===== src/common/hdlc_pkg.sv =====
`default_nettype none
package hdlc_pkg;

	// Serial register port
	localparam int          WORD_W            = 32;
	localparam int          ADDR_W            = 5;
	localparam logic [4:0]  ADDR_INPUT_MON    = 5'h0e;
	localparam logic [4:0]  ADDR_DAC_HOLD     = 5'h0f;
	localparam logic [4:0]  ADDR_CRYSTAL      = 5'h10;
	localparam logic [4:0]  ADDR_DAC_READBACK = 5'h17;
	localparam logic [4:0]  ADDR_LF_DELAY     = 5'h18;
	localparam logic [4:0]  ADDR_DAC_CLK_LOCK = 5'h19;

	// input_monitor_config fields
	localparam int TRIP_W        = 6;
	localparam int HIGH_TRIP_LSB = 14;
	localparam int LOW_TRIP_LSB  = 6;
	localparam int RAIL_EN_BIT   = 5;

	// dac_holdover_config fields
	localparam int DAC_W        = 10;
	localparam int MANUAL_DAC_CODE_LSB  = 22;
	localparam int MAN_SEL_BIT  = 20;
	localparam int CNT_W        = 14;
	localparam int EXIT_CNT_LSB = 6;
	localparam int FORCE_BIT    = 5;

	// crystal_level_config field
	localparam int XTAL_W   = 2;
	localparam int XTAL_LSB = 22;

	// loop_filter_delay_window field
	localparam int WND_W   = 2;
	localparam int WND_LSB = 6;

	// dac_clock_lock_count fields
	localparam int DAC_DIV_LSB  = 22;
	localparam int LOCK_CNT_LSB = 6;

	// dac_count_readback field
	localparam int READBACK_DAC_LSB = 14;

	// DAC scaling and rail steps
	localparam logic [16:0] DAC_FULL_SCALE = 17'h003ff;
	localparam int          TRIP_STEP_LOG2 = 6;

	// Lock windows in picoseconds
	localparam logic [15:0] WND0_PS = 16'h157c;
	localparam logic [15:0] WND1_PS = 16'h2710;
	localparam logic [15:0] WND2_PS = 16'h48a8;
	localparam logic [15:0] WND3_PS = 16'h9c40;
	localparam int          PHASE_W = 16;

	// Reset values
	localparam logic [31:0] RST_INPUT_MON    = 32'h0000_0000;
	localparam logic [31:0] RST_DAC_HOLD     = 32'h0000_0040;
	localparam logic [31:0] RST_CRYSTAL      = 32'h0000_0000;
	localparam logic [31:0] RST_LF_DELAY     = 32'h0000_0000;
	localparam logic [31:0] RST_DAC_CLK_LOCK = 32'h0040_0040;

	typedef enum logic {
		ST_TRACK,
		ST_HOLD
	} hdlc_hold_state_type;

endpackage
`default_nettype wire


===== src/rtl/hdlc_holdover_ctrl.sv =====
// Functional notes
// - With rail detection on, a DAC at a trip level while tracking enters holdover and raises a switch event.
// - In manual mode the DAC is driven from the 10-bit programmed code.
// - The mode bit picks tracking (0) or the manual code (1) as DAC source.
// - Holdover is left only after lock stays valid for the programmed 14-bit count of cycles.
// - The force bit puts the block in holdover, and in fixed mode the DAC shows the manual code.
// - Forced holdover in tracked mode freezes the DAC at its current tracked value.
// - Forced holdover gives a switch event only when lock-loss switching is enabled.
// - The tracked 10-bit DAC count reads back at bits 23 to 14.
// - The lock counter counts up while the phase error is under the selected window.
// - The DAC update rate is the core clock divided by a 10-bit divisor.
// - Lock detect asserts only after the programmed 14-bit count of in-window phase samples.
// - A falling lock flag causes a switch event and holdover unless lock-loss switching is off.
// - Two 6-bit rail thresholds, from supply and from ground, in 1/64 supply steps.
`timescale 1ns/1ps
`default_nettype none
module hdlc_holdover_ctrl
	import hdlc_pkg::*;
(
	input  wire logic                            core_clk,
	input  wire logic                            rst,
	input  wire logic                            prog_clk,
	input  wire logic                            prog_data,
	input  wire logic                            prog_latch,
	output logic                                 readback_data,
	input  wire logic                            lock_loss_switch_disable,
	input  wire logic                            phase_sample,
	input  wire logic [hdlc_pkg::PHASE_W-1:0]    phase_error_ps,
	input  wire logic                            track_up,
	input  wire logic                            track_down,
	output logic [hdlc_pkg::DAC_W-1:0]           dac_code,
	output logic                                 ref_pll_lock_flag,
	output logic                                 holdover_active,
	output logic                                 clock_switch_event,
	output logic                                 rail_high_flag,
	output logic                                 rail_low_flag,
	output logic [hdlc_pkg::XTAL_W-1:0]          crystal_level
);
	import hdlc_pkg::*;

	logic [2:0]          clk_sync_q;
	logic [2:0]          data_sync_q;
	logic [2:0]          latch_sync_q;
	logic                clk_rise;
	logic                latch_rise;
	logic [WORD_W-1:0]   shift_q;
	logic [WORD_W-1:0]   rb_shift_q;
	logic [WORD_W-1:0]   input_mon_q;
	logic [WORD_W-1:0]   dac_hold_q;
	logic [WORD_W-1:0]   crystal_q;
	logic [WORD_W-1:0]   lf_delay_q;
	logic [WORD_W-1:0]   dac_clk_lock_q;
	logic [ADDR_W-1:0]   wr_addr;
	logic [WORD_W-1:0]   readback_word;

	logic                tune_rail_detect_enable;
	logic [TRIP_W-1:0]   high_trip;
	logic [TRIP_W-1:0]   low_trip;
	logic [DAC_W-1:0]    manual_dac_code;
	logic                manual_dac_select;
	logic [CNT_W-1:0]    holdover_exit_count;
	logic                force_holdover;
	logic [WND_W-1:0]    ref_pll_lock_window;
	logic [DAC_W-1:0]    dac_clk_div;
	logic [CNT_W-1:0]    ref_pll_lock_count;

	logic [PHASE_W-1:0]  window_ps;
	logic [CNT_W-1:0]    lock_cnt_q;
	logic [CNT_W-1:0]    lock_need;
	logic                raw_lock;
	logic                lock_flag_d;
	logic                lock_fall;

	hdlc_hold_state_type state_q;
	logic [CNT_W-1:0]    exit_cnt_q;
	logic [CNT_W-1:0]    exit_need;

	logic                dac_tick;
	logic [DAC_W-1:0]    tracked_dac_count_q;
	logic [16:0]         high_lhs;
	logic [16:0]         low_lhs;
	logic [16:0]         high_rhs;
	logic [16:0]         low_rhs;
	logic                rail_high;
	logic                rail_low;
	logic                rail_trip;
	logic                rail_event;
	logic                enter_hold;

	// Pin synchronisers, stage 0 feeds only stage 1
	always_ff @(posedge core_clk or posedge rst)
	begin
		if (rst)
		begin
			clk_sync_q   <= '0;
			data_sync_q  <= '0;
			latch_sync_q <= '0;
		end
		else
		begin
			clk_sync_q   <= {clk_sync_q[1:0], prog_clk};
			data_sync_q  <= {data_sync_q[1:0], prog_data};
			latch_sync_q <= {latch_sync_q[1:0], prog_latch};
		end
	end

	assign clk_rise   = clk_sync_q[1] & ~clk_sync_q[2];
	assign latch_rise = latch_sync_q[1] & ~latch_sync_q[2];
	assign wr_addr    = shift_q[ADDR_W-1:0];

	// Serial word in, MSB first
	always_ff @(posedge core_clk or posedge rst)
	begin
		if (rst)
			shift_q <= '0;
		else if (clk_rise)
			shift_q <= {shift_q[WORD_W-2:0], data_sync_q[1]};
	end

	// Register writes on latch rise
	always_ff @(posedge core_clk or posedge rst)
	begin
		if (rst)
		begin
			input_mon_q    <= RST_INPUT_MON;
			dac_hold_q     <= RST_DAC_HOLD;
			crystal_q      <= RST_CRYSTAL;
			lf_delay_q     <= RST_LF_DELAY;
			dac_clk_lock_q <= RST_DAC_CLK_LOCK;
		end
		else if (latch_rise)
		begin
			case (wr_addr)
				ADDR_INPUT_MON:    input_mon_q    <= shift_q;
				ADDR_DAC_HOLD:     dac_hold_q     <= shift_q;
				ADDR_CRYSTAL:      crystal_q      <= shift_q;
				ADDR_LF_DELAY:     lf_delay_q     <= shift_q;
				ADDR_DAC_CLK_LOCK: dac_clk_lock_q <= shift_q;
				default:           ;
			endcase
		end
	end

	assign tune_rail_detect_enable = input_mon_q[RAIL_EN_BIT];
	assign high_trip               = input_mon_q[HIGH_TRIP_LSB +: TRIP_W];
	assign low_trip                = input_mon_q[LOW_TRIP_LSB +: TRIP_W];
	assign manual_dac_code         = dac_hold_q[MANUAL_DAC_CODE_LSB +: DAC_W];
	assign manual_dac_select       = dac_hold_q[MAN_SEL_BIT];
	assign holdover_exit_count     = dac_hold_q[EXIT_CNT_LSB +: CNT_W];
	assign force_holdover          = dac_hold_q[FORCE_BIT];
	assign ref_pll_lock_window     = lf_delay_q[WND_LSB +: WND_W];
	assign dac_clk_div             = dac_clk_lock_q[DAC_DIV_LSB +: DAC_W];
	assign ref_pll_lock_count      = dac_clk_lock_q[LOCK_CNT_LSB +: CNT_W];
	assign crystal_level           = crystal_q[XTAL_LSB +: XTAL_W];

	assign readback_word = {8'h00, tracked_dac_count_q, 14'h0000};

	// Readback word loads on a request, shifts out MSB first
	always_ff @(posedge core_clk or posedge rst)
	begin
		if (rst)
			rb_shift_q <= '0;
		else if (latch_rise && wr_addr == ADDR_DAC_READBACK)
			rb_shift_q <= readback_word;
		else if (clk_rise)
			rb_shift_q <= {rb_shift_q[WORD_W-2:0], 1'b0};
	end

	always_ff @(posedge core_clk or posedge rst)
	begin
		if (rst)
			readback_data <= 1'b0;
		else
			readback_data <= rb_shift_q[WORD_W-1];
	end

	always_comb
	begin
		case (ref_pll_lock_window)
			2'h0:    window_ps = WND0_PS;
			2'h1:    window_ps = WND1_PS;
			2'h2:    window_ps = WND2_PS;
			default: window_ps = WND3_PS;
		endcase
	end

	always_ff @(posedge core_clk or posedge rst)
	begin
		if (rst)
			lock_cnt_q <= '0;
		else if (phase_sample)
		begin
			if (phase_error_ps >= window_ps)
				lock_cnt_q <= '0;
			else if (lock_cnt_q != {CNT_W{1'b1}})
				lock_cnt_q <= lock_cnt_q + CNT_W'(1);
		end
	end

	assign lock_need   = (ref_pll_lock_count == '0) ? CNT_W'(1) : ref_pll_lock_count;
	assign raw_lock    = lock_cnt_q >= lock_need;
	assign lock_flag_d = raw_lock && state_q == ST_TRACK;
	assign lock_fall   = ref_pll_lock_flag && !lock_flag_d;

	always_ff @(posedge core_clk or posedge rst)
	begin
		if (rst)
			ref_pll_lock_flag <= 1'b0;
		else
			ref_pll_lock_flag <= lock_flag_d;
	end

	assign high_lhs  = 17'((DAC_FULL_SCALE - {7'h00, dac_code}) << TRIP_STEP_LOG2);
	assign low_lhs   = 17'({7'h00, dac_code} << TRIP_STEP_LOG2);
	assign high_rhs  = 17'(({11'h000, high_trip} + 17'h00001) * DAC_FULL_SCALE);
	assign low_rhs   = 17'(({11'h000, low_trip} + 17'h00001) * DAC_FULL_SCALE);
	assign rail_high = high_lhs <= high_rhs;
	assign rail_low  = low_lhs <= low_rhs;

	always_ff @(posedge core_clk or posedge rst)
	begin
		if (rst)
		begin
			rail_high_flag <= 1'b0;
			rail_low_flag  <= 1'b0;
		end
		else
		begin
			rail_high_flag <= rail_high;
			rail_low_flag  <= rail_low;
		end
	end

	assign rail_trip  = tune_rail_detect_enable && (rail_high || rail_low);
	assign rail_event = rail_trip && state_q == ST_TRACK;

	assign enter_hold = force_holdover || rail_event || (lock_fall && !lock_loss_switch_disable);
	assign exit_need  = (holdover_exit_count == '0) ? CNT_W'(1) : holdover_exit_count;

	// Holdover state and exit counter
	always_ff @(posedge core_clk or posedge rst)
	begin
		if (rst)
		begin
			state_q    <= ST_TRACK;
			exit_cnt_q <= '0;
		end
		else
		begin
			case (state_q)
				ST_TRACK:
				begin
					exit_cnt_q <= '0;
					if (enter_hold)
						state_q <= ST_HOLD;
				end
				ST_HOLD:
				begin
					if (force_holdover || !raw_lock)
						exit_cnt_q <= '0;
					else if (exit_cnt_q + CNT_W'(1) >= exit_need)
					begin
						exit_cnt_q <= '0;
						state_q    <= ST_TRACK;
					end
					else
						exit_cnt_q <= exit_cnt_q + CNT_W'(1);
				end
				default:
				begin
					state_q    <= ST_TRACK;
					exit_cnt_q <= '0;
				end
			endcase
		end
	end

	assign holdover_active = state_q == ST_HOLD;

	always_ff @(posedge core_clk or posedge rst)
	begin
		if (rst)
			clock_switch_event <= 1'b0;
		else
			clock_switch_event <= rail_event || (lock_fall && !lock_loss_switch_disable);
	end

	hdlc_tick_div #(
		.DIV_W (DAC_W)
	) u_dac_div (
		.core_clk (core_clk),
		.rst      (rst),
		.divisor  (dac_clk_div),
		.tick     (dac_tick)
	);

	always_ff @(posedge core_clk or posedge rst)
	begin
		if (rst)
			tracked_dac_count_q <= '0;
		else if (dac_tick && state_q == ST_TRACK && !manual_dac_select)
		begin
			if (track_up && !track_down && tracked_dac_count_q != {DAC_W{1'b1}})
				tracked_dac_count_q <= tracked_dac_count_q + DAC_W'(1);
			else if (track_down && !track_up && tracked_dac_count_q != '0)
				tracked_dac_count_q <= tracked_dac_count_q - DAC_W'(1);
		end
	end

	always_ff @(posedge core_clk or posedge rst)
	begin
		if (rst)
			dac_code <= '0;
		else if (manual_dac_select)
			dac_code <= manual_dac_code;
		else
			dac_code <= tracked_dac_count_q;
	end

endmodule // hdlc_holdover_ctrl
`default_nettype wire


===== src/rtl/hdlc_tick_div.sv =====
`timescale 1ns/1ps
`default_nettype none
module hdlc_tick_div #(
	parameter int DIV_W = 10
) (
	input  wire logic             core_clk,
	input  wire logic             rst,
	input  wire logic [DIV_W-1:0] divisor,
	output logic                  tick
);
	logic [DIV_W-1:0] cnt_q;
	logic [DIV_W-1:0] last;

	// Code 0 is reserved, run it as divide by one
	assign last = (divisor == '0) ? '0 : divisor - DIV_W'(1);

	always_ff @(posedge core_clk or posedge rst)
	begin
		if (rst)
		begin
			cnt_q <= '0;
			tick  <= 1'b0;
		end
		else if (cnt_q >= last)
		begin
			cnt_q <= '0;
			tick  <= 1'b1;
		end
		else
		begin
			cnt_q <= cnt_q + DIV_W'(1);
			tick  <= 1'b0;
		end
	end
endmodule // hdlc_tick_div
`default_nettype wire


===== config.mk =====
export PLATFORM = sky130hd
export DESIGN_NAME = hdlc_holdover_ctrl
export DESIGN_NICKNAME = d
export VERILOG_FILES = /design/src/common/hdlc_pkg.sv /design/src/rtl/hdlc_holdover_ctrl.sv /design/src/rtl/hdlc_tick_div.sv
export SDC_FILE = /design/constraint.sdc
export NUM_CORES = 1
export LEC_CHECK = 0
export ABC_AREA = 1
export BUFFER_PORTS_ARGS = -buffer_cell sky130_fd_sc_hd__buf_2
export CAP_MARGIN = 40
export CORE_UTILIZATION = 50
export CTS_CLUSTER_SIZE = 16
export DETAILED_ROUTE_END_ITERATION = 10
export GPL_ROUTABILITY_DRIVEN = 0
export GPL_TIMING_DRIVEN = 0
export PLACE_DENSITY_LB_ADDON = 0.2
export SYNTH_ARGS = -nofsm -noshare
export SYNTH_HDL_FRONTEND = slang
export SYNTH_SLANG_ARGS = --single-unit

===== constraint.sdc =====
create_clock -name core_clk -period 8.25 [get_ports core_clk]
set_clock_uncertainty 0.15 [all_clocks]
set_input_delay 0 -clock core_clk [delete_from_list [all_inputs] [get_ports core_clk]]
set_output_delay 0 -clock core_clk [all_outputs]
set_load 0.05 [all_outputs]

# == Word-level counts from Yosys, hierarchy flattened ==
# Cells that the tools add are included.
# totals
mem_count,0
rom_bits,0
reg_bits,253
mem_bits_rw,0
latchBits,0
out_inout_bits,18
# classes
shifts,0
magnitude_cmp,6
n_reduce_logical,38
n_addsub,9
bitwise_logic,5
muxes,20
eq_ne,10
multipliers,2
div,0
# ops
op,count
$mux 14,6
$mux 32,2
$mux 10,5
$pmux 16 s3,1
$mul 7x10->17 const B,2
$add 14x1->14 const B,2
$ge 14x14->1,2
$logic_not 14->1,2
$pmux 14 s2,1
$add 10x1->10 const B,2
$eq 5x5->1 const B,4
$sub 10x1->10 const B,2
$le 16x17->1,1
$le 17x17->1,1
$ge 16x16->1,1
$add 6x1->7 const B,2
$ne 14x14->1 const B,1
$reduce_and 2->1,7
$logic_and 1x1->1,12
$sub 10x10->11 const A,1
$eq 5x4->1 const B,2
$ge 10x10->1,1
$logic_not 10->1,1
$ne 10x10->1 const B,1
11 further kinds,28

# == Depth between registers and ports, before layout ==
# Gate-level depths: netlist of the first run.
# logic_depth
ltp_word,10
ltp_mapped,36

# == Modules after synthesis ==
# A second synthesis of the first run with hierarchy kept.
# hier_totals
cells_unflattened,1597
area_unflattened_um2,13351.6
# by_module_without_submodules
module,cells_per_inst,seq_area_each_um2,area_each_um2,n_inst
hdlc_holdover_ctrl,1447,4483.0,12314.3,1
hdlc_tick_div,150,275.3,1037.2,1

# == Worst setup path after synthesis of the first run ==
# Ideal clock, no wire load.
# synth_path
path_type,register -> register
startpoint,register input_mon_q[6]
endpoint,register state_q (netlist: holdover_active)
path_slack_ps,1893
t_arrival_ps,6094
stages_incl_launch_ff,30
setup_time_ps,113
n_path_buf,0
period_less_slack_ps,6357
cell_sequence,dfrtp_1 -> ha_1 -> nand4_1 -> nor2_1 -> inv_1 -> fa_1 -> inv_1 -> fa_1 -> inv_1 -> fa_1 -> fa_1 -> ha_1 -> nand2_1 -> nor3_1 -> nand2_1 -> o211ai_1 -> a21oi_1 -> o21ba_2 -> o21ai_0 -> xor2_1 -> ha_1 -> nand3_1 -> nor2_1 -> and3b_1 -> nand4_1 -> nand3_1 -> o21bai_1 -> nand3_1 -> nand2_1 -> inv_1
# synth_via
elab_chain_cells,10
# synth_rtl
element,line_no,rtl
start: declaration,hdlc_holdover_ctrl.sv:48,logic [WORD_W-1:0] input_mon_q;
start signal: assignment,hdlc_holdover_ctrl.sv:134,ADDR_INPUT_MON: input_mon_q <= shift_q;
$add 6x1->7,hdlc_holdover_ctrl.sv:216,"assign low_rhs = 17'(({11'h000, low_trip} + 17'h00001) * DAC_FULL_SCALE);"
$mul 7x10->17,hdlc_holdover_ctrl.sv:216,
$le 16x17->1,hdlc_holdover_ctrl.sv:218,assign rail_low = low_lhs <= low_rhs;
net rail_low,hdlc_holdover_ctrl.sv:85,logic rail_low;
$logic_or 1x1->1,hdlc_holdover_ctrl.sv:234,assign rail_trip = tune_rail_detect_enable && (rail_high || rail_low);
$logic_and 1x1->1,hdlc_holdover_ctrl.sv:234,
$logic_and 1x1->1,hdlc_holdover_ctrl.sv:235,assign rail_event = rail_trip && state_q == ST_TRACK;
$logic_or 1x1->1 (2 in a row),hdlc_holdover_ctrl.sv:237,assign enter_hold = force_holdover || rail_event || (lock_fall && !lock_loss_switch_disable);
$mux 1,hdlc_holdover_ctrl.sv:254,if (enter_hold)
$pmux 1 s2,hdlc_holdover_ctrl.sv:250,case (state_q)
end signal: assignment,hdlc_holdover_ctrl.sv:245,state_q <= ST_TRACK;
end signal: assignment,hdlc_holdover_ctrl.sv:255,state_q <= ST_HOLD;
end signal: assignment,hdlc_holdover_ctrl.sv:264,state_q <= ST_TRACK;
end: declaration,hdlc_holdover_ctrl.sv:74,hdlc_hold_state_type state_q;
# The timed path passes the listed nets, and every way through them passes these cells.
# A chain may end at the register's enable or synchronous reset.

# == Worst setup path after layout of the first run ==
# layout_path
startpoint,register input_mon_q[14]
endpoint,register state_q (netlist: holdover_active)
# layout_via
elab_chain_cells,10
# layout_rtl
element,line_no,rtl
$add 6x1->7,hdlc_holdover_ctrl.sv:215,"assign high_rhs = 17'(({11'h000, high_trip} + 17'h00001) * DAC_FULL_SCALE);"
$mul 7x10->17,hdlc_holdover_ctrl.sv:215,
$le 17x17->1,hdlc_holdover_ctrl.sv:217,assign rail_high = high_lhs <= high_rhs;
net rail_high,hdlc_holdover_ctrl.sv:84,logic rail_high;
$logic_or 1x1->1,hdlc_holdover_ctrl.sv:234,
$logic_and 1x1->1,hdlc_holdover_ctrl.sv:234,
$logic_and 1x1->1,hdlc_holdover_ctrl.sv:235,
$logic_or 1x1->1 (2 in a row),hdlc_holdover_ctrl.sv:237,
$mux 1,hdlc_holdover_ctrl.sv:254,
$pmux 1 s2,hdlc_holdover_ctrl.sv:250,
# The timed path passes the listed nets, and every way through them passes these cells.

==> results of run 1 <==
## critical path, delay by kind of cell (launching register included)
| family | cells | cell delay (ps) |
|---|---|---|
| buffers and inverters | 4 | 460 |
| XOR/XNOR | 2 | 700 |
| flip-flops | 1 | 650 |
| adder cells (fa/ha/maj) | 6 | 2930 |
| AO/OA/AOI/OAI | 5 | 860 |
| AND/OR/NAND/NOR | 13 | 1530 |
## area by class of cell
cell class                 count  area, um^2
timing repair buffer          52         325
multi-input combinational   1065        7200
clock inverter                13         161
clock buffer                  18         439
sequential                   190        4760
tap                          330         413
buffer                        30         120
inverter                     265        1000
fill                        2335       11000
## kinds of logic (layout without fill, tap and decap cells)
family / Yosys count / after routing / synth area share (%)
flops: 190 / 190 / 36.4
fa+ha+maj: 208 / 208 / 22.4
xor+xnor: 56 / 56 / 3.75
mux: 1 / 1 / 0.0861
buf+inv: 295 / 378 / 8.53
compound gates: 271 / 271 / 11.4
simple gates: 529 / 529 / 17.4
## layer usage
layer,global-route usage [%],vias to the layer above,part of all wire (%)
met5,0,-,0
met4,5.93,0,1.7
met3,2.68,29,2.2
met2,36.5,130,48
met1,28.4,4722,49
li1,-,5177,-
## state kept, by name (all words and copies together) (netlist names), 3 cells and up
| name | cells |
|---|---|
| dac_code | 10 |
| tracked_dac_count_q | 10 |
| rb_shift_q | 18 |
| latch_sync_q | 3 |
| dac_clk_lock_q | 24 |
| input_mon_q | 13 |
| u_dac_div.cnt_q | 10 |
| dac_hold_q | 26 |
| shift_q | 32 |
| clk_sync_q | 3 |
| lock_cnt_q | 14 |
| exit_cnt_q | 14 |
## path summary, 6_finish.rpt
check,start,endpoint,slack [ps],cells past startpoint
worst max-delay path,input_mon_q[14]$_DFFE_PP0P_,holdover_active$_DFF_PP0_,870,30
worst min register to register,data_sync_q[0]$_DFF_PP0_,data_sync_q[1]$_DFF_PP0_,200,0
worst min-delay path,rst,data_sync_q[0]$_DFF_PP0_,20,3
worst max register to register,input_mon_q[14]$_DFFE_PP0P_,holdover_active$_DFF_PP0_,870,30
min in group core_clk,prog_latch,latch_sync_q[0]$_DFF_PP0_,60,2
max in group asynchronous,rst,dac_hold_q[26]$_DFFE_PP0P_,6990,4
## through the flow
step,instance area (um^2),total power [W],worst slack [ps]
global route,14400,0.00288,356
detailed placement,13700,0.00188,869
global placement,13700,0.00186,741
finish,14400,0.00271,870
floorplan,13100,0.00167,1890
CTS,14400,0.00273,852
## synthesized netlist by cell type, drive strengths merged (3+ instances only)
| cell | number | share of area (%) |
|---|---|---|
| dfrtp | 187 | 36 |
| nand4 | 18 | 0.86 |
| inv | 265 | 7.6 |
| o211ai | 6 | 0.34 |
| nand2 | 299 | 8.7 |
| clkbuf | 28 | 0.80 |
| a21oi | 71 | 2.8 |
| nor4 | 14 | 0.72 |
| dfstp | 3 | 0.60 |
| o21a | 4 | 0.23 |
| xor2 | 43 | 2.9 |
| o31ai | 5 | 0.33 |
| nor3b | 5 | 0.29 |
| o21ai | 147 | 5.7 |
| nor3 | 15 | 0.70 |
| nand3b | 6 | 0.34 |
| a31oi | 19 | 0.91 |
| ha | 164 | 16 |
| nor2 | 109 | 3.2 |
| nand3 | 56 | 2.2 |
| and3 | 4 | 0.19 |
| xnor2 | 13 | 0.87 |
| fa | 44 | 6.7 |
| o21bai | 6 | 0.34 |
| a21o | 4 | 0.23 |
## power groups by stage
stage	sequential [W]	clock, W	combinational (W)
final	0.00112	0.000843	0.000743
after global routing	0.00113	0.000899	0.000848
after CTS	0.00112	0.000859	0.000747
after detailed placement	0.00114	0	0.000740
after global placement	0.00114	0	0.000721
after floorplan	0.00122	0	0.000449
==> results.yml, run 1 <==
floorplanning:
  core-area_um2: 25400
  die-height_um: 164
  die_area_um2: 26800
  die_w_um: 164
  row_count: 58
  initial_utilization_pct: 51.5
  io_pins: 43
route:
  wl_um: 27000
  vias_per_cell: 5.12
  avgRoutedWirePerCell_um: 13.8
  vias: 10100
  postRouteAntennaNets: 0
  first_iter_violations: 595
  dr.pass1.iters: 5
  drc: 0
outcome:
  status: "finished, final reports clean"
clock_network:
  tritoncts: "yes"
  clock-sinks: 190
  cts_hold_buf: 8
  clk_path_buf_depth: 2
  post_cts_resized: 0
  clk_latency_ps: 430
  cts_setup_buffers: 0
  clk_pin_slew_ps: 70
  htree_num_levels: 4
  numCtsBuffers: 17
  cts_root_buffer: "clkbuf_16"
flow_run:
  maxCapViolCount: 0
sta:
  fin_crit_sh_pct: 89.5
  slew_headroom_pct: 56.1
  rsz0062_at_grt: "false"
  fin_setup_tns_ps: 0
  holdWs_ps: 23.7
  tightest_slew_ps: 656
  period_needed_ps: 7380
  drv_slew: 0
  setup_violations: 0
  finalHoldViolCount: 0
  fmax_mhz: 136
synth:
  synthCells: 1550
  synth_top_flop_cell: "dfrtp_1"
  yosysWarnings: 0
  synth_cell_types: 50
  ys_ff_latch: 190
  synth_nets: 1783
  mappedNetlistArea_um2: 13100
  synthArstFlopShare_pct: 100
  avgSynthCellArea_um2: 8.44
  ys_seq_area_share_pct: 36.4
  synth-edff-count: 0
global_routing:
  grt_pass1_vias: 9829
  globalRouteOverflowTotal: 0
  grt_max_degree: 121
  track_usage_pct: 21.3
  grt_pass1_wl_um: 45800
  antenna_found_initial: 0
pwr:
  power_frac_clock_pct: 31.1
  p_seq_share_pct: 41.5
  p_comb_share_pct: 27.4
  power.density_nw_per_um2: 188
  leakage_nw: 7.39
  power.internal_w: 0.00175
  sw_frac_of_total_pct: 35.5
  switchingPower_w: 0.000961
  max-vdd-ir-drop_mv: 0.232
setup_path:
  end_kind: "flop"
  slowest_delay_ps: 720
  crit_fanout: 9
  worstPathRequired_ps: 8430
  cp.arrival_ps: 7560
  critPathKind: "flop to flop"
  start_kind: "flop"
  crit_slowest_cell: "fa_1"
layout:
  syn_to_final_growth_pct: 10.3
  diodes: 0
  final_nets: 1854
  layout-drive-gt1-share_pct: 6.43
  fin_util_pct: 56.8
  final_cell_mix: "nand2_1 (296), inv_1 (258), dfrtp_1 (187)"
  stdcell_count: 1963
  layout_commonest_cell: "nand2_1"
place:
  dpl.cell_count: 1924
  hpwl_um: 21100
  portBuffers: 42
worst_hold_path:
  hp-class: "input port to async pin"
Note: power is estimated with default switching activity, not from simulation.
==> inputs of run 2 (changes only) <==
ABC_AREA = not set   (was 1)
clock period = 7.2 ns   (was 8.25 ns; I/O delays follow)
==> results.yml, run 2 <==
sta:
  drv_slew: 0
  slew_headroom_pct: 46.7
  setup_violations: 0
  tightest_slew_ps: 800
  period_needed_ps: 6800
  fin_setup_tns_ps: 0
  worst_slack_ps: 396
  finalHoldViolCount: 0
  fmax_mhz: 147
  fin_crit_sh_pct: 94.5
route:
  first_iter_violations: 408
  vias_per_cell: 5.28
  dr.pass1.iters: 6
  avgRoutedWirePerCell_um: 15.0
  drc: 0
  wl_um: 25600
  postRouteAntennaNets: 0
  vias: 9026
layout:
  regArea_um2: 4760
  layout-drive-gt1-share_pct: 14.2
  final_nets: 1600
  fin_util_pct: 56.8
  largest-register: "shift_q"
  largest_register_ffs: 32
  fillers: 2196
  diodes: 0
  final_cell_mix: "nand2_1 (195), dfrtp_1 (185), ha_1 (164)"
  layout_commonest_cell: "nand2_1"
  reg_top3: "shift_q (32), dac_hold_q (26), dac_clk_lock_q (24)"
  multi_input_area_um2: 7580
  syn_to_final_growth_pct: 11.6
synth:
  synthCells: 1283
  synth_top_flop_cell: "dfrtp_1"
  synthArstFlopShare_pct: 100
  synth_cell_types: 63
  ys_ff_latch: 190
  avgSynthCellArea_um2: 9.99
  synth_most_common_cell: "nand2_1"
  yosys.area.top_type: "dfrtp_1"
  synth_nets: 1516
  synth_area_leaders: "dfrtp_1 (36%), ha_1 (16%), fa_1 (6.9%)"
  synth-edff-count: 0
  yosysWarnings: 0
  yosys-top-cells-count: "nand2_1 (195), dfrtp_1 (187), ha_1 (164)"
  ys_seq_area_share_pct: 37.1
  mappedNetlistArea_um2: 12800
  synth_top_area_share_pct: 36.5
setup_path:
  start_kind: "flop"
  r2r-end: "clock_switch_event$_DFF_PP0_"
  cp.arrival_ps: 7010
  end_kind: "flop"
  reg2regPathDepth: 26
  worstPathRequired_ps: 7410
  reg2reg_from: "input_mon_q[16]$_DFFE_PP0P_"
  reg2reg_slack_ps: 400
  critPathKind: "flop to flop"
  crit_fanout: 5
  cp-startpoint: "input_mon_q[16]$_DFFE_PP0P_"
worst_hold_path:
  hold_depth: 5
  min_to: "tracked_dac_count_q[9]$_DFFE_PP0P_"
  hp-start: "track_up"
  hp-class: "input port to flop"
floorplanning:
  initial_utilization_pct: 50.9
  row_count: 58
  die-height_um: 162
  die_w_um: 162
  io_pins: 43
  core-area_um2: 25200
  die_area_um2: 26300
pwr:
  leakage_nw: 7.32
  power.density_nw_per_um2: 212
  max-vdd-ir-drop_mv: 0.160
global_routing:
  grt_pass1_vias: 9113
  grt_max_degree: 112
  grt_pass1_wl_um: 43700
  antenna_found_initial: 0
  track_usage_pct: 20.7
  globalRouteOverflowTotal: 0
clock_network:
  clock-sinks: 190
  clk_pin_slew_ps: 80
  cts_root_buffer: "clkbuf_16"
  clk_path_buf_depth: 2
  numCtsBuffers: 17
  tritoncts: "yes"
  htree_num_levels: 4
  clk_latency_ps: 430
outcome:
  status: "finished, final reports clean"
place:
  hpwl_um: 19500
  post-place-ws_ps: -512
  portBuffers: 42
flow_run:
  maxCapViolCount: 0
-- run 2: changes by cell type after synthesis, sizes merged, moves of 22 or more --
cell	before	now
a21o	4	26
inv	265	119
mux2	1	65
nand2	299	195
nand3	56	31
nor2	109	48
o21ai	147	59
xnor2	13	38
-- run 2: what timing repair did --
item / CTS / global route
resized for setup: 7 / 12
hold buffers: 8 / 0
endpoints found under the hold margin: 123 / 0
setup buffers: 1 / 12
pin swaps: 1 / 7
setup endpoints to repair: 4 / 4
-- run 2: stage by stage --
step | total power [W] | hold slack, ps | area (um^2) | instances
2_1_floorplan | 0.00189 | -119 | 12800 | 1283
3_3_place_gp | 0.00210 | -42.5 | 13400 | 1655
3_5_place_dp | 0.00212 | -40.6 | 13500 | 1657
4_1_cts | 0.00306 | 26.3 | 14200 | 1697
5_1_grt | 0.00322 | 42.3 | 14300 | 1709
6_report | 0.00304 | 30.1 | 14300 | 1709
-- run 2: cell families after synthesis --
group | share of synthesized area (%)
AO/OA/AOI/OAI | 9.37
multiplexers | 6.57
AND/OR/NAND/NOR | 14.5
flip-flops | 37.1
buffers and inverters | 4.34
XOR/XNOR | 5.26
adder cells (fa/ha/maj) | 22.9
-- run 2: worst max-delay path, stage by stage, from the launching register on --
cell	delay [ps]
dfrtp_1	400
and2_1	180
nand4_1	190
xnor2_2	280
inv_1	150
fa_2	590
inv_1	90
fa_1	540
inv_1	80
fa_1	570
fa_1	430
ha_1	370
a21oi_1	190
o21ai_0	140
a211oi_2	250
buf_4	170
and2b_1	160
nor2_1	110
xor2_1	210
ha_1	280
a21o_1	160
a21o_1	170
a211oi_1	230
o211ai_1	140
o211ai_1	210
o21ai_0	160
o22ai_1	150
-- run 2: worst max path at each step --
stage                                    to
2_1_floorplan     holdover_active$_DFF_PP0_
3_3_place_gp   clock_switch_event$_DFF_PP0_
3_5_place_dp   clock_switch_event$_DFF_PP0_
4_1_cts        clock_switch_event$_DFF_PP0_
5_1_grt           holdover_active$_DFF_PP0_
6_report       clock_switch_event$_DFF_PP0_
-- run 2: power by group --
group	internal, W	switching [W]
sequential	0.00116	0.000146
clock	0.000493	0.000424
combinational	0.000324	0.000487
total	0.00198	0.00106
-- run 2: routing by layer --
metal / track usage, % / up-vias / share of wire (%)
li1: - / 4566 / -
met4: 4.25 / 0 / 0.81
met2: 36.0 / 76 / 49
met3: 3.14 / 19 / 2.3
met1: 27.5 / 4365 / 48
met5: 0 / - / 0
-- run 2: layout make-up --
type,instances,area share [%]
buffer,27,0.769
clock buffer,18,3.07
clock inverter,13,0.918
inverter,119,3.17
multi-input combinational,947,53.0
sequential,190,33.3
tap,330,2.89
timing repair buffer,65,2.96
==> inputs of run 3 (changes only) <==
PLACE_DENSITY = 0.66   (was not set)
PLACE_DENSITY_LB_ADDON = not set   (was 0.2)
==> results.yml, run 3 (same netlist as run 2, synthesis figures left out) <==
floorplanning:
  die_w_um: 162
  die-height_um: 162
  die_area_um2: 26300
  io_pins: 43
  row_count: 58
  core-area_um2: 25200
  initial_utilization_pct: 50.9
place:
  dpl.cell_count: 1657
  portBuffers: 42
  placed_cell_area_um2: 13500
  post-place-ws_ps: -621
  hpwl_um: 19600
global_routing:
  antenna_found_initial: 0
  grt_pass1_wl_um: 44000
  grt_max_degree: 105
  track_usage_pct: 20.8
  globalRouteOverflowTotal: 0
  grt_pass1_vias: 9195
setup_path:
  end_kind: "flop"
  cp-startpoint: "input_mon_q[17]$_DFFE_PP0P_"
  cp.arrival_ps: 6970
  start_kind: "flop"
  reg2reg_from: "input_mon_q[17]$_DFFE_PP0P_"
  worstPathRequired_ps: 7370
  crit_fanout: 5
  reg2reg_slack_ps: 390
  critPathKind: "flop to flop"
pwr:
  leakage_nw: 7.36
  max-vdd-ir-drop_mv: 0.153
  power.density_nw_per_um2: 216
clock_network:
  clock-sinks: 190
  tritoncts: "yes"
  cts_root_buffer: "clkbuf_16"
  clk_pin_slew_ps: 70
  clk_latency_ps: 430
  clk_path_buf_depth: 2
  htree_num_levels: 4
  numCtsBuffers: 17
sta:
  fin_setup_tns_ps: 0
  drv_slew: 0
  fmax_mhz: 147
  finalHoldViolCount: 0
  tightest_slew_ps: 718
  fin_crit_sh_pct: 94.5
  holdWs_ps: 43.9
  worst_slack_ps: 395
  setup_violations: 0
  period_needed_ps: 6810
  slew_headroom_pct: 52.1
route:
  postRouteAntennaNets: 0
  dr.pass1.iters: 7
  vias_per_cell: 5.32
  drc: 0
  avgRoutedWirePerCell_um: 14.9
  vias: 9098
  wl_um: 25500
  first_iter_violations: 390
layout:
  regArea_um2: 4760
  fillers: 2177
  multi_input_area_um2: 7580
  syn_to_final_growth_pct: 12.1
  largest_register_ffs: 32
  diodes: 0
  postLayoutCellArea_um2: 14400
  largest-register: "shift_q"
  final_cell_mix: "nand2_1 (195), dfrtp_1 (184), ha_1 (164)"
  layout_commonest_cell: "nand2_1"
  stdcell_count: 1711
  reg_top3: "shift_q (32), dac_hold_q (26), dac_clk_lock_q (24)"
  final_nets: 1601
  layout-drive-gt1-share_pct: 14.5
outcome:
  status: "finished, final reports clean"
flow_run:
  maxCapViolCount: 0
worst_hold_path:
  hp-start: "track_up"
  hp-class: "input port to flop"
run 3: final cells by class:
cell class                 count  share of cell area [%]
multi-input combinational    947                    52.8
sequential                   190                    33.1
inverter                     119                    3.19
clock buffer                  19                    3.08
timing repair buffer          66                    2.98
tap                          330                    2.87
clock inverter                13                    1.22
buffer                        27                   0.766
run 3: repair_timing:
item,CTS,global route
endpoints found under the setup margin,4,4
pin swaps,1,7
gates resized for setup,7,15
endpoints found under the hold margin,100,0
setup buffers,3,12
hold buffers,7,0
run 3: where the power goes:
part / total [W] / switching [W] / internal (W)
Sequential: 0.00130 / 0.000142 / 0.00116
Combinational: 0.000816 / 0.000495 / 0.000320
Clock: 0.000988 / 0.000423 / 0.000565
Total: 0.00311 / 0.00106 / 0.00205
run 3: per-stage QoR:
step	utilization, %	power (W)
2_1_floorplan	-	0.00189
3_3_place_gp	53.4	0.00210
3_5_place_dp	53.6	0.00212
4_1_cts	56.5	0.00313
5_1_grt	57.1	0.00328
6_report	57.1	0.00311
run 3: final timing paths:
kind	endpoint	cells past startpoint
min reg2reg	data_sync_q[1]$_DFF_PP0_	0
max reg2reg	holdover_active$_DFF_PP0_	26
max	holdover_active$_DFF_PP0_	26
min in group asynchronous	lock_cnt_q[2]$_DFFE_PP0P_	3
max in group asynchronous	input_mon_q[14]$_DFFE_PP0P_	4
min	tracked_dac_count_q[9]$_DFFE_PP0P_	5
run 3: worst max-delay path, cell delays in order (launching register included):
cell	delay, ps
dfrtp_1	400
and2_1	190
nand4_1	160
xnor2_2	260
inv_1	150
fa_2	640
inv_1	100
fa_1	540
inv_1	90
fa_2	640
fa_1	430
ha_1	340
and3_1	180
a211oi_2	290
o21ai_2	150
a211oi_2	240
inv_1	60
a21oi_1	170
xor2_1	200
ha_1	300
nand3_1	90
a21oi_1	70
nand4_1	100
o221a_2	170
o211ai_1	180
nor4_1	300
o21bai_1	100
run 3: metal layers:
| metal | GRT usage (%) | up-vias | part of all wire (%) |
|---|---|---|---|
| met5 | 0 | - | 0 |
| met3 | 3.06 | 20 | 1.8 |
| met4 | 4.46 | 0 | 0.95 |
| met2 | 36.3 | 92 | 49 |
| li1 | - | 4560 | - |
| met1 | 27.4 | 4426 | 48 |
